**src/hw/irqf_pkg.sv**
```systemverilog
package irqf_pkg;

	// Register byte addresses on the register port
	localparam logic [7:0] IRQF_PRIMARY_OFS   = 8'h06;
	localparam logic [7:0] IRQF_SECONDARY_OFS = 8'h07;

	// Values after reset
	localparam logic [6:0] IRQF_PRIMARY_RST   = 7'h00;
	localparam logic [5:0] IRQF_SECONDARY_RST = 6'h00;
	localparam logic [7:0] IRQF_RDATA_RST     = 8'h00;

	// Write-only set/clear selector position, both registers
	localparam int IRQF_SET_POS = 7;

	// Flag positions in event_flags_primary
	localparam int IRQF_UPPER_POS  = 6;
	localparam int IRQF_LOWER_POS  = 5;
	localparam int IRQF_CMDEND_POS = 4;
	localparam int IRQF_TXDONE_POS = 3;
	localparam int IRQF_RXDONE_POS = 2;
	localparam int IRQF_FAULT_POS  = 1;
	localparam int IRQF_FSTART_POS = 0;

	// Flag positions in event_flags_secondary
	localparam int IRQF_GLOBAL_POS = 6;
	localparam int IRQF_CARD_POS   = 5;
	localparam int IRQF_COUNTERS   = 5;

	// Fault inputs: illegal write, overflow, framing, payload, integrity
	localparam int IRQF_FAULTS = 5;

	// Buffer capacity by capacity select (1: small, 0: large)
	localparam logic [9:0] IRQF_CAP_SMALL = 10'h0ff;
	localparam logic [9:0] IRQF_CAP_LARGE = 10'h200;

	// Command field
	localparam int         IRQF_CMD_W    = 4;
	localparam logic [3:0] IRQF_CMD_IDLE = 4'h0;

endpackage

```
**src/hw/irqf_evt_if.sv**
```systemverilog
`timescale 1ns/1ps
// Event lines from the helper modules into the flag registers
interface irqf_evt_if;
	logic upper_fill_status;  // Buffer nearly full level
	logic lower_fill_status;  // Buffer nearly empty level
	logic command_end_event;  // One-cycle command end pulse

	modport fill (output upper_fill_status, output lower_fill_status);
	modport cmd  (output command_end_event);
	modport core (input upper_fill_status, input lower_fill_status,
		input command_end_event);
endinterface

```
**src/hw/irqf_fill_level.sv**
```systemverilog
`timescale 1ns/1ps
// Fill level comparators, registered once
module irqf_fill_level
	import irqf_pkg::*;
(
	// Clock and reset
	input  wire logic       clk_i,
	input  wire logic       reset_i,
	// Buffer state
	input  wire logic [9:0] stored_byte_count_i,
	input  wire logic       buffer_capacity_select_i,
	input  wire logic [8:0] water_level_i,
	// Status out
	irqf_evt_if.fill        evt
);

	typedef struct packed {
		logic upper;
		logic lower;
	} irqf_fill_type;

	irqf_fill_type state_reg;  // Registered levels
	irqf_fill_type state_next; // Next levels
	logic [10:0]   room;       // Free space, signed guard bit
	logic [9:0]    cap;        // Active capacity
	logic [9:0]    level;      // Threshold, masked by mode

	// Compare free space and fill against the threshold
	always_comb
	begin
		cap   = buffer_capacity_select_i ? IRQF_CAP_SMALL : IRQF_CAP_LARGE;
		// Threshold top bit only counts in large mode
		level = buffer_capacity_select_i ? {2'h0, water_level_i[7:0]}
			: {1'h0, water_level_i};
		room  = {1'h0, cap} - {1'h0, stored_byte_count_i};
		// Overfilled count gives negative room: still nearly full
		state_next.upper = room[10] || (room[9:0] <= level); // RL7
		state_next.lower = stored_byte_count_i <= level;     // RL8
	end

	// State register
	always_ff @(posedge clk_i or posedge reset_i)
	begin
		if (reset_i)
			state_reg <= '0;
		else
			state_reg <= state_next;
	end

	assign evt.upper_fill_status = state_reg.upper;
	assign evt.lower_fill_status = state_reg.lower;

endmodule

```
**src/hw/irqf_cmd_watch.sv**
```systemverilog
`timescale 1ns/1ps
// Command field tracker and command end detector
module irqf_cmd_watch
	import irqf_pkg::*;
#(
	parameter logic [15:0] KNOWN_CMD_MASK = 16'h00ff // Legal codes
)
(
	// Clock and reset
	input  wire logic                  clk_i,
	input  wire logic                  reset_i,
	// Command control
	input  wire logic                  cmd_start_i,
	input  wire logic [IRQF_CMD_W-1:0] cmd_code_i,
	input  wire logic                  cmd_done_i,
	output logic [IRQF_CMD_W-1:0]      cmd_field_o,
	// Event out
	irqf_evt_if.cmd                    evt
);

	typedef enum logic [0:0] {
		IRQF_ST_IDLE = 1'b0,
		IRQF_ST_BUSY = 1'b1
	} irqf_cmd_st_type;

	typedef struct packed {
		irqf_cmd_st_type        st;
		logic [IRQF_CMD_W-1:0]  field;
		logic                   end_pulse;
	} irqf_cmd_type;

	irqf_cmd_type s_reg;  // Registered state
	irqf_cmd_type s_next; // Next state

	// Start takes priority over done: a restart wins
	always_comb
	begin
		s_next           = s_reg;
		s_next.end_pulse = 1'b0;
		if (cmd_start_i)
		begin
			if (cmd_code_i == IRQF_CMD_IDLE)
			begin
				// Host-started idle: silent stop
				s_next.st    = IRQF_ST_IDLE; // RL11
				s_next.field = IRQF_CMD_IDLE;
			end
			else if (!KNOWN_CMD_MASK[cmd_code_i])
			begin
				// Unknown code falls straight back to idle
				s_next.st        = IRQF_ST_IDLE; // RL10
				s_next.field     = IRQF_CMD_IDLE;
				s_next.end_pulse = 1'b1;
			end
			else
			begin
				s_next.st    = IRQF_ST_BUSY;
				s_next.field = cmd_code_i;
			end
		end
		else
		begin
			unique case (s_reg.st)
				IRQF_ST_IDLE: s_next.st = IRQF_ST_IDLE;
				IRQF_ST_BUSY:
				begin
					if (cmd_done_i)
					begin
						// Command ended on its own
						s_next.st        = IRQF_ST_IDLE; // RL9
						s_next.field     = IRQF_CMD_IDLE;
						s_next.end_pulse = 1'b1;
					end
				end
			endcase
		end
	end

	// State register
	always_ff @(posedge clk_i or posedge reset_i)
	begin
		if (reset_i)
			s_reg <= '{IRQF_ST_IDLE, IRQF_CMD_IDLE, 1'b0};
		else
			s_reg <= s_next;
	end

	assign cmd_field_o           = s_reg.field;
	assign evt.command_end_event = s_reg.end_pulse;

endmodule

```
**src/hw/irqf_top.sv**
```systemverilog
`timescale 1ns/1ps
// Summary of operation
// RL1: Primary write, selector high: ones set flags
// RL2: Primary write, selector low: ones clear flags
// RL3: Zero bits written leave flags untouched
// RL4: Secondary selector acts on bits 5..0
// RL5: Upper fill status latches bit 6
// RL6: Lower fill status latches bit 5
// RL7: Upper status: free space at most threshold
// RL8: Lower status: fill at most threshold
// RL9: Self-ended command sets command end flag
// RL10: Unknown command returns idle, sets flag
// RL11: Host-started idle sets no flag
// RL12: Last transmitted bit sets bit 3
// RL13: Receive stream end sets bit 2
// RL14: Host checks faults after receive done
// RL15: Any of five faults sets bit 1
// RL16: Frame start sets bit 0
// RL17: Global bit 6 follows enabled flags
// RL18: Only enabled flags feed global request
// RL19: Card presence sets secondary bit 5
// RL20: Counter underflows set bits 4..0
// RL21: Primary register resets to zero
// RL22: Selector bit not stored, reads zero
// RL23: Event beats clear in same cycle
module irqf_top
	import irqf_pkg::*;
#(
	parameter logic [15:0] KNOWN_CMD_MASK = 16'h00ff // Legal codes
)
(
	// Clock and reset
	input  wire logic                     clk_i,
	input  wire logic                     reset_i,
	// Register port
	input  wire logic [7:0]               reg_addr_i,
	input  wire logic                     reg_wr_i,
	input  wire logic                     reg_rd_i,
	input  wire logic [7:0]               reg_wdata_i,
	output logic [7:0]                    reg_rdata_o,
	// Buffer state
	input  wire logic [9:0]               stored_byte_count_i,
	input  wire logic                     buffer_capacity_select_i,
	input  wire logic [8:0]               water_level_i,
	// Command control
	input  wire logic                     cmd_start_i,
	input  wire logic [IRQF_CMD_W-1:0]    cmd_code_i,
	input  wire logic                     cmd_done_i,
	output logic [IRQF_CMD_W-1:0]         cmd_field_o,
	// Link events
	input  wire logic                     transmit_last_bit_i,
	input  wire logic                     receive_end_i,
	input  wire logic                     frame_start_i,
	input  wire logic [IRQF_FAULTS-1:0]   fault_i,
	input  wire logic                     card_presence_i,
	input  wire logic [IRQF_COUNTERS-1:0] counter_underflow_i,
	// Enables
	input  wire logic [6:0]               primary_enable_i,
	input  wire logic [5:0]               secondary_enable_i,
	// Flag state
	output logic [6:0]                    event_flags_primary_o,
	output logic [6:0]                    event_flags_secondary_o
);

	// Top-level flag, global request and read data state in one record
	typedef struct packed {
		logic [6:0] primary;   // Flags 6..0 of the primary register
		logic [5:0] secondary; // Flags 5..0 of the secondary register
		logic       glob_req;  // Global request, secondary bit 6
		logic [7:0] rdata;     // Registered read data
	} irqf_state_type;

	irqf_state_type state_reg;  // Current state
	irqf_state_type state_next; // Next state

	// Helper event wiring
	irqf_evt_if evt ();

	// Decoded register writes
	logic       wr_primary;   // Write hits primary address
	logic       wr_secondary; // Write hits secondary address
	logic [6:0] set_primary;  // Host set bits, primary
	logic [6:0] clr_primary;  // Host clear bits, primary
	logic [5:0] set_second;   // Host set bits, secondary
	logic [5:0] clr_second;   // Host clear bits, secondary

	// Hardware event vectors, one bit per flag
	logic [6:0] hw_primary;   // Primary events this cycle
	logic [5:0] hw_second;    // Secondary events this cycle

	// Flags after update, before the global term
	logic [6:0] primary_upd;  // Next primary flags
	logic [5:0] second_upd;   // Next secondary flags

	// Fill level comparators
	irqf_fill_level u_fill (
		.clk_i                    (clk_i),
		.reset_i                  (reset_i),
		.stored_byte_count_i      (stored_byte_count_i),
		.buffer_capacity_select_i (buffer_capacity_select_i),
		.water_level_i            (water_level_i),
		.evt                      (evt.fill)
	);

	// Command field tracker
	irqf_cmd_watch #(
		.KNOWN_CMD_MASK (KNOWN_CMD_MASK)
	) u_cmd (
		.clk_i       (clk_i),
		.reset_i     (reset_i),
		.cmd_start_i (cmd_start_i),
		.cmd_code_i  (cmd_code_i),
		.cmd_done_i  (cmd_done_i),
		.cmd_field_o (cmd_field_o),
		.evt         (evt.cmd)
	);

	// Write decode: selector bit picks set or clear
	always_comb
	begin
		wr_primary   = reg_wr_i && (reg_addr_i == IRQF_PRIMARY_OFS);
		wr_secondary = reg_wr_i && (reg_addr_i == IRQF_SECONDARY_OFS);
		set_primary  = '0;
		clr_primary  = '0;
		set_second   = '0;
		clr_second   = '0;
		if (wr_primary)
		begin
			// Only ones act; zeros fall through untouched
			if (reg_wdata_i[IRQF_SET_POS])
				set_primary = reg_wdata_i[6:0]; // RL1 RL3
			else
				clr_primary = reg_wdata_i[6:0]; // RL2 RL3
		end
		if (wr_secondary)
		begin
			// Bit 6 is the global request; it has its own logic
			if (reg_wdata_i[IRQF_SET_POS])
				set_second = reg_wdata_i[5:0]; // RL4 RL3
			else
				clr_second = reg_wdata_i[5:0]; // RL4 RL3
		end
	end

	// Gather the hardware events into flag order
	always_comb
	begin
		hw_primary = '0;
		hw_second  = '0;
		// Levels: the flag keeps the event once the level drops
		hw_primary[IRQF_UPPER_POS]  = evt.upper_fill_status; // RL5
		hw_primary[IRQF_LOWER_POS]  = evt.lower_fill_status; // RL6
		hw_primary[IRQF_CMDEND_POS] = evt.command_end_event; // RL9
		hw_primary[IRQF_TXDONE_POS] = transmit_last_bit_i;   // RL12
		// Success is not implied; faults are read separately
		hw_primary[IRQF_RXDONE_POS] = receive_end_i;         // RL13 RL14
		hw_primary[IRQF_FAULT_POS]  = |fault_i;              // RL15
		hw_primary[IRQF_FSTART_POS] = frame_start_i;         // RL16
		hw_second[IRQF_CARD_POS]    = card_presence_i;       // RL19
		hw_second[IRQF_COUNTERS-1:0] = counter_underflow_i;  // RL20
	end

	// Next state of all flags and the read path
	always_comb
	begin
		state_next = state_reg;
		// Set terms are applied after the clear, so an event wins
		primary_upd = (state_reg.primary & ~clr_primary)
			| set_primary | hw_primary; // RL23
		second_upd  = (state_reg.secondary & ~clr_second)
			| set_second | hw_second;   // RL23
		state_next.primary   = primary_upd;
		state_next.secondary = second_upd;
		// Global request tracks stored flags under their enables;
		// it drops once software has cleared every enabled flag
		state_next.glob_req = |(primary_upd & primary_enable_i)
			|| |(second_upd & secondary_enable_i); // RL17 RL18
		// Read data: selector position always reads zero
		if (reg_rd_i)
		begin
			if (reg_addr_i == IRQF_PRIMARY_OFS)
				state_next.rdata = {1'b0, state_reg.primary}; // RL22
			else if (reg_addr_i == IRQF_SECONDARY_OFS)
				state_next.rdata = {1'b0, state_reg.glob_req,
					state_reg.secondary}; // RL22
			else
				state_next.rdata = IRQF_RDATA_RST;
		end
	end

	// State register
	always_ff @(posedge clk_i or posedge reset_i)
	begin
		if (reset_i)
		begin
			state_reg.primary   <= IRQF_PRIMARY_RST; // RL21
			state_reg.secondary <= IRQF_SECONDARY_RST;
			state_reg.glob_req  <= 1'b0;
			state_reg.rdata     <= IRQF_RDATA_RST;
		end
		else
			state_reg <= state_next;
	end

	// Outputs straight from the state register
	assign reg_rdata_o             = state_reg.rdata;
	assign event_flags_primary_o   = state_reg.primary;
	assign event_flags_secondary_o = {state_reg.glob_req,
		state_reg.secondary};

endmodule

```
**config.mk**
```make
export PLATFORM = sky130hd
export DESIGN_NAME = irqf_top
export DESIGN_NICKNAME = d
export VERILOG_FILES = /design/src/hw/irqf_pkg.sv /design/src/hw/irqf_evt_if.sv /design/src/hw/irqf_fill_level.sv /design/src/hw/irqf_cmd_watch.sv /design/src/hw/irqf_top.sv
export SDC_FILE = /design/constraint.sdc
export NUM_CORES = 1
export LEC_CHECK = 0
export BUFFER_PORTS_ARGS = -buffer_cell sky130_fd_sc_hd__buf_2
export CAP_MARGIN = 20
export CELL_PAD_IN_SITES_DETAIL_PLACEMENT = 0
export CELL_PAD_IN_SITES_GLOBAL_PLACEMENT = 1
export CORE_MARGIN = 2
export CORE_UTILIZATION = 38
export CTS_CLUSTER_SIZE = 16
export DETAILED_ROUTE_END_ITERATION = 7
export PLACE_DENSITY_LB_ADDON = 0.25
export SETUP_SLACK_MARGIN = 0.1
export SLEW_MARGIN = 30
export SYNTH_ARGS = -nofsm -noshare
export SYNTH_HDL_FRONTEND = slang
export SYNTH_HIERARCHICAL = 1
export SYNTH_SLANG_ARGS = --single-unit
```
**constraint.sdc**
```tcl
create_clock -name clk_i -period 3.1 [get_ports clk_i]
set_clock_uncertainty 0.15 [all_clocks]
set_input_delay 0.31 -clock clk_i [delete_from_list [all_inputs] [get_ports clk_i]]
set_output_delay 0.31 -clock clk_i [all_outputs]
set_load 0.1 [all_outputs]
```
== Word-level counts from Yosys, hierarchy flattened ==
Memories as Yosys holds them, arrays and structs flattened.
Cells that the tools add are included.
Word-level totals
  logic and storage cells: 59
  register bits after elaboration: 30
  input port bits: 73
  memories: 1
  output and inout port bits: 26
  bits in read-only memories: 16
Operators by class
  equality and inequality tests: 2
  reduce and logical (&&, ||, !) cells: 11
  magnitude comparators: 3
  mux-type cells: 21
  $add $sub $neg: 1
  bitwise operators: 11
Memories
  (no name shown): depth 16, bits a word 1, rd ports 1, clocked after Yosys merged registers in 0, write ports 0, line irqf_cmd_watch.sv:48  | else if (!KNOWN_CMD_MASK[cmd_code_i])
Operators by type and width (number)
  $mux 7: 6
  $mux 6: 6
  $le 10x10->1: 2
  $eq 8x3->1 const B: 2
  $mux 5: 3
  $and 7x7->7: 2
  $or 7x7->7: 2
  $and 6x6->6: 2
  $or 6x6->6: 2
  $sub 10x10->11: 1
  $mux 10: 1
  $mux 9: 1
  $not 7->7: 1
  $reduce_or 7->1: 1
  $not 6->6: 1
  $reduce_or 6->1: 1
  $lt 4x5->1 const B: 1
  $reduce_or 5->1: 1
  $logic_not 4->1: 1
  $reduce_bool 2->1: 2
  $mux 1: 3
  $logic_and 1x1->1: 2
  $logic_or 1x1->1: 2
  $pmux 1 s2: 1
  2 further kinds: 2

== Depth between registers and ports, before layout ==
  depth after elaboration: 10
  mapped depth: 16
  depth with buffers taken out: 16

== Hierarchy ==
Netlist, hierarchy kept.
Modules (own cells, without submodules)
  irqf_top: area each 1183.6 um^2, sequential area each 525.5 um^2, cells each 125, instances 1
  irqf_fill_level: area each 929.6 um^2, sequential area each 50.0 um^2, cells each 118, instances 1
  irqf_cmd_watch: area each 235.2 um^2, sequential area each 125.1 um^2, cells each 22, instances 1

== Least setup slack after synthesis ==
No wires, ideal clock.
  path kind: in2reg
  start: input buffer_capacity_select_i
  end: register u_fill.state_reg, in the netlist u_fill/evt.upper_fill_status
  arrival time: 2.533 ns
  setup time: 0.126 ns
  setup slack: 0.291 ns
  buffers on the path: 0
  stages: 14
  data required time: 2.824 ns
  path through: inv_1 ha_1 inv_2 fa_1 a21oi_1 o21ai_1 and2_1 o41ai_2 xnor2_1 ha_1 nand2_1 o221ai_1 a221oi_1 nand2_1
RTL lines
  start: declaration: line irqf_top.sv:43  | input wire logic buffer_capacity_select_i,
  end signal: assignment: line irqf_fill_level.sv:47  | state_reg <= state_next;
  end: declaration: line irqf_fill_level.sv:22  | irqf_fill_type state_reg;

==> results.yml <==
floorplanning:
  dieArea_mm2: 0.00683
  core_area_mm2: 0.00596
  ios: 99
  start_util_pct: 39.4
  die_h_um: 82.6
  fp-row-count: 28
  die_x_um: 82.6
logic_synthesis:
  synth_top_family_by_area: "compound AO/OA/AOI/OAI gates"
  yosys.area_share.adder_pct: 15.8
  async_flop_share_pct: 100
  synth_compound_area_share_pct: 25.7
  synth-main-ff-cell: "dfrtp_1"
  syn-num-nets: 367
  yosysSeqAreaShare_pct: 29.8
  muxShareOfSynthArea_pct: 0.426
  yosys_register_bits: 28
  synth_cell_types: 58
  synth_warnings: 6
  synth_xor_area_share_pct: 2.61
  syn_inst: 265
  yosys.area_share.simple_pct: 17.3
  synth_edf_count: 0
  netlist_area_mm2: 0.00235
  synth_area_per_cell_um2: 8.86
placement:
  port_buffers: 96
  dpl_worst_slack_ns: -0.00333
  placedCellCount: 433
  dpl_cell_area_mm2: 0.00290
  place_hpwl_um: 5450
  gp_congestion: 0.850
timing:
  worst_pin_slew_ns: 0.814
  setup_viol: 0
  finalMaxSlewViolations: 0
  fin_ws_ns: 0.321
  max_slew_margin_pct: 45.7
  holdWs_ns: 0.0888
  hold_violations: 0
  fmaxAchievable_mhz: 360
  post-route-period-util_pct: 89.7
  fin_crit_ns: 2.78
  rsz0062_at_grt: "false"
layout:
  fin_nets: 466
  num_antenna_cells: 0
  fin_cells: 438
  syn_to_final_growth_pct: 27.7
  fill_cells: 623
  stdcell_area_mm2: 0.00300
  post_route_cells_drive_above_1_share_pct: 31.7
detailed_routing:
  wl_per_cell_um: 14.6
  dr_total_vias: 2331
  viasPerCell: 5.32
  drt_iter0_drc: 94
  routed_wirelength_um: 6380
  dr.pass1.iters: 5
  ant_nets: 0
  drc: 0
clock_tree:
  cts-htree-levels: 1
  cts_setup_buffers: 0
  clkLatencyLatePin_ns: 0.27
  cts_buffers: 3
  cts_tree: "done"
  cts.clk_slew.worst_paths_ns: 0.09
  clockBufferDepth: 2
  cts-root-buf: "clkbuf_8"
  clock_sinks: 28
global_routing:
  grt_max_degree: 22
  antenna_found_initial: 0
  grt_pass1_vias: 2213
  grt_pass1_wl_um: 9960
  grt_overflow: 0
  track_usage_pct: 18.9
power_and_ir_drop:
  intPower_mw: 0.642
  power.total_mw: 1.01
  power.density_mw_per_mm2: 337
  swShare_pct: 36.5
  pwr-share-clk_pct: 22.5
  leakage_nw: 1.44
  power_switching_mw: 0.369
  pwr-share-seq_pct: 38.2
  comb_power_share_pct: 39.3
  max-vdd-ir-drop_mv: 0.191
worst_hold_path:
  hold_path_startpoint: "counter_underflow_i[4]"
  min_path_type: "primary input to flop"
critical_path:
  r2r-end: "event_flags_secondary_o[6]$_DFF_PP0_"
  cp.arrival_ns: 2.85
  startpoint: "buffer_capacity_select_i"
  r2r_slack_ns: 1.47
  critPathCaptureType: "flop"
  reg2reg_depth: 4
  crit_path_start_kind: "primary input"
  crit_end: "u_fill/evt.upper_fill_status$_DFF_PP0_"
  cp_max_fo: 2
  crit_required_ns: 3.17
  timing.rr.start: "u_cmd/evt.command_end_event$_DFF_PP0_"
  critPathKind: "primary input to flop"
run_status:
  status: "completed"
flow_run:
  max_cap_viol_count: 0
cells by family (layout without fill, tap and decap cells):
family,Yosys count,count (layout)
other cells,2,2
fa+ha+maj,29,29
mux,1,1
compound gates,82,82
simple gates,75,75
xor+xnor,7,7
flops,28,28
buf+inv,41,139
stage by stage:
step	utilization, %	TNS (ns)
2_1_floorplan	-	0
3_3_place_gp	48.8	0
3_5_place_dp	48.8	-0.00333
4_1_cts	49.9	0
5_1_grt	50.3	0
6_report	50.3	0
timing repair:
item | 4_1_cts | 5_1_grt
hold buffers | 1 | 0
endpoints found under the setup margin | 0 | 1
endpoints found under the hold margin | 7 | 0
gates resized for setup | 0 | 3
critical path, stage by stage:
cell	delay (ns)
buf_2	0.10
inv_1	0.06
ha_1	0.15
inv_2	0.04
fa_1	0.39
a21oi_1	0.18
o21ai_1	0.09
and2_1	0.20
o41ai_4	0.30
xnor2_1	0.11
ha_1	0.22
a211o_1	0.27
o221ai_1	0.25
o21ai_1	0.11
nand2_1	0.06
routing by layer:
| metal | vias up | routed length (um) | track usage, % |
|---|---|---|---|
| li1 | 1188 | - | - |
| met1 | 1056 | 2720 | 23.8 |
| met2 | 81 | 3180 | 34.8 |
| met3 | 6 | 406 | 1.20 |
| met4 | 0 | 74 | 4.92 |
| met5 | - | 0 | 0 |
cells in the mapped netlist, types with 5 or more instances:
cell type	number	area, um2
inv_1	30	113
nor4_1	5	31.3
dfrtp_1	28	701
a22oi_1	7	52.6
a21boi_0	5	37.5
nand4_1	6	37.5
buf_4	5	37.5
o31ai_1	10	75.1
a31oi_1	7	43.8
nor2_1	16	60.1
nand2_1	23	86.3
a21oi_1	15	75.1
ha_1	28	350
o21ai_1	5	25.0
worst min path at each step:
| stage | to | slack, ns | cells after the start |
|---|---|---|---|
| final | event_flags_secondary_o[4]$_DFF_PP0_ | 0.09 | 3 |
| after global routing | event_flags_secondary_o[4]$_DFF_PP0_ | 0.08 | 3 |
| after CTS | event_flags_secondary_o[4]$_DFF_PP0_ | 0.08 | 3 |
| after detailed placement | u_fill/evt.upper_fill_status$_DFF_PP0_ | 0.04 | 2 |
| after global placement | u_fill/evt.upper_fill_status$_DFF_PP0_ | 0.05 | 2 |
| after floorplan | u_fill/evt.lower_fill_status$_DFF_PP0_ | -0.1 | 1 |
layout make-up:
class                           count  area [um2]  area share [%]
Timing Repair Buffer              104         543            18.1
Sequential cell                    28         701            23.4
Tap cell                           75        93.8            3.13
Inverter                           31         116            3.88
Multi-Input combinational cell    196        1490            49.7
Clock buffer                        4        55.1            1.84
power by group through the flow:
stage | combinational, mW | clock (mW) | sequential [mW]
global route | 0.441 | 0.252 | 0.388
finish | 0.397 | 0.228 | 0.386
CTS | 0.391 | 0.235 | 0.386
floorplan | 0.230 | 0 | 0.441
global placement | 0.385 | 0 | 0.393
detailed placement | 0.388 | 0 | 0.393
placed cells by master (no fill, tap or decap), types with 6 or more instances in the layout:
cell     synthesis  final
buf_2            0     96
inv_1           30     30
dfrtp_1         28     28
ha_1            28     28
nand2_1         23     23
nor2_1          16     16
a21oi_1         15     15
o31ai_1         10     10
a22oi_1          7      7
a31oi_1          7      7
buf_4            5      7
nand4_1          6      6
Power figures use the tool's default switching activity.
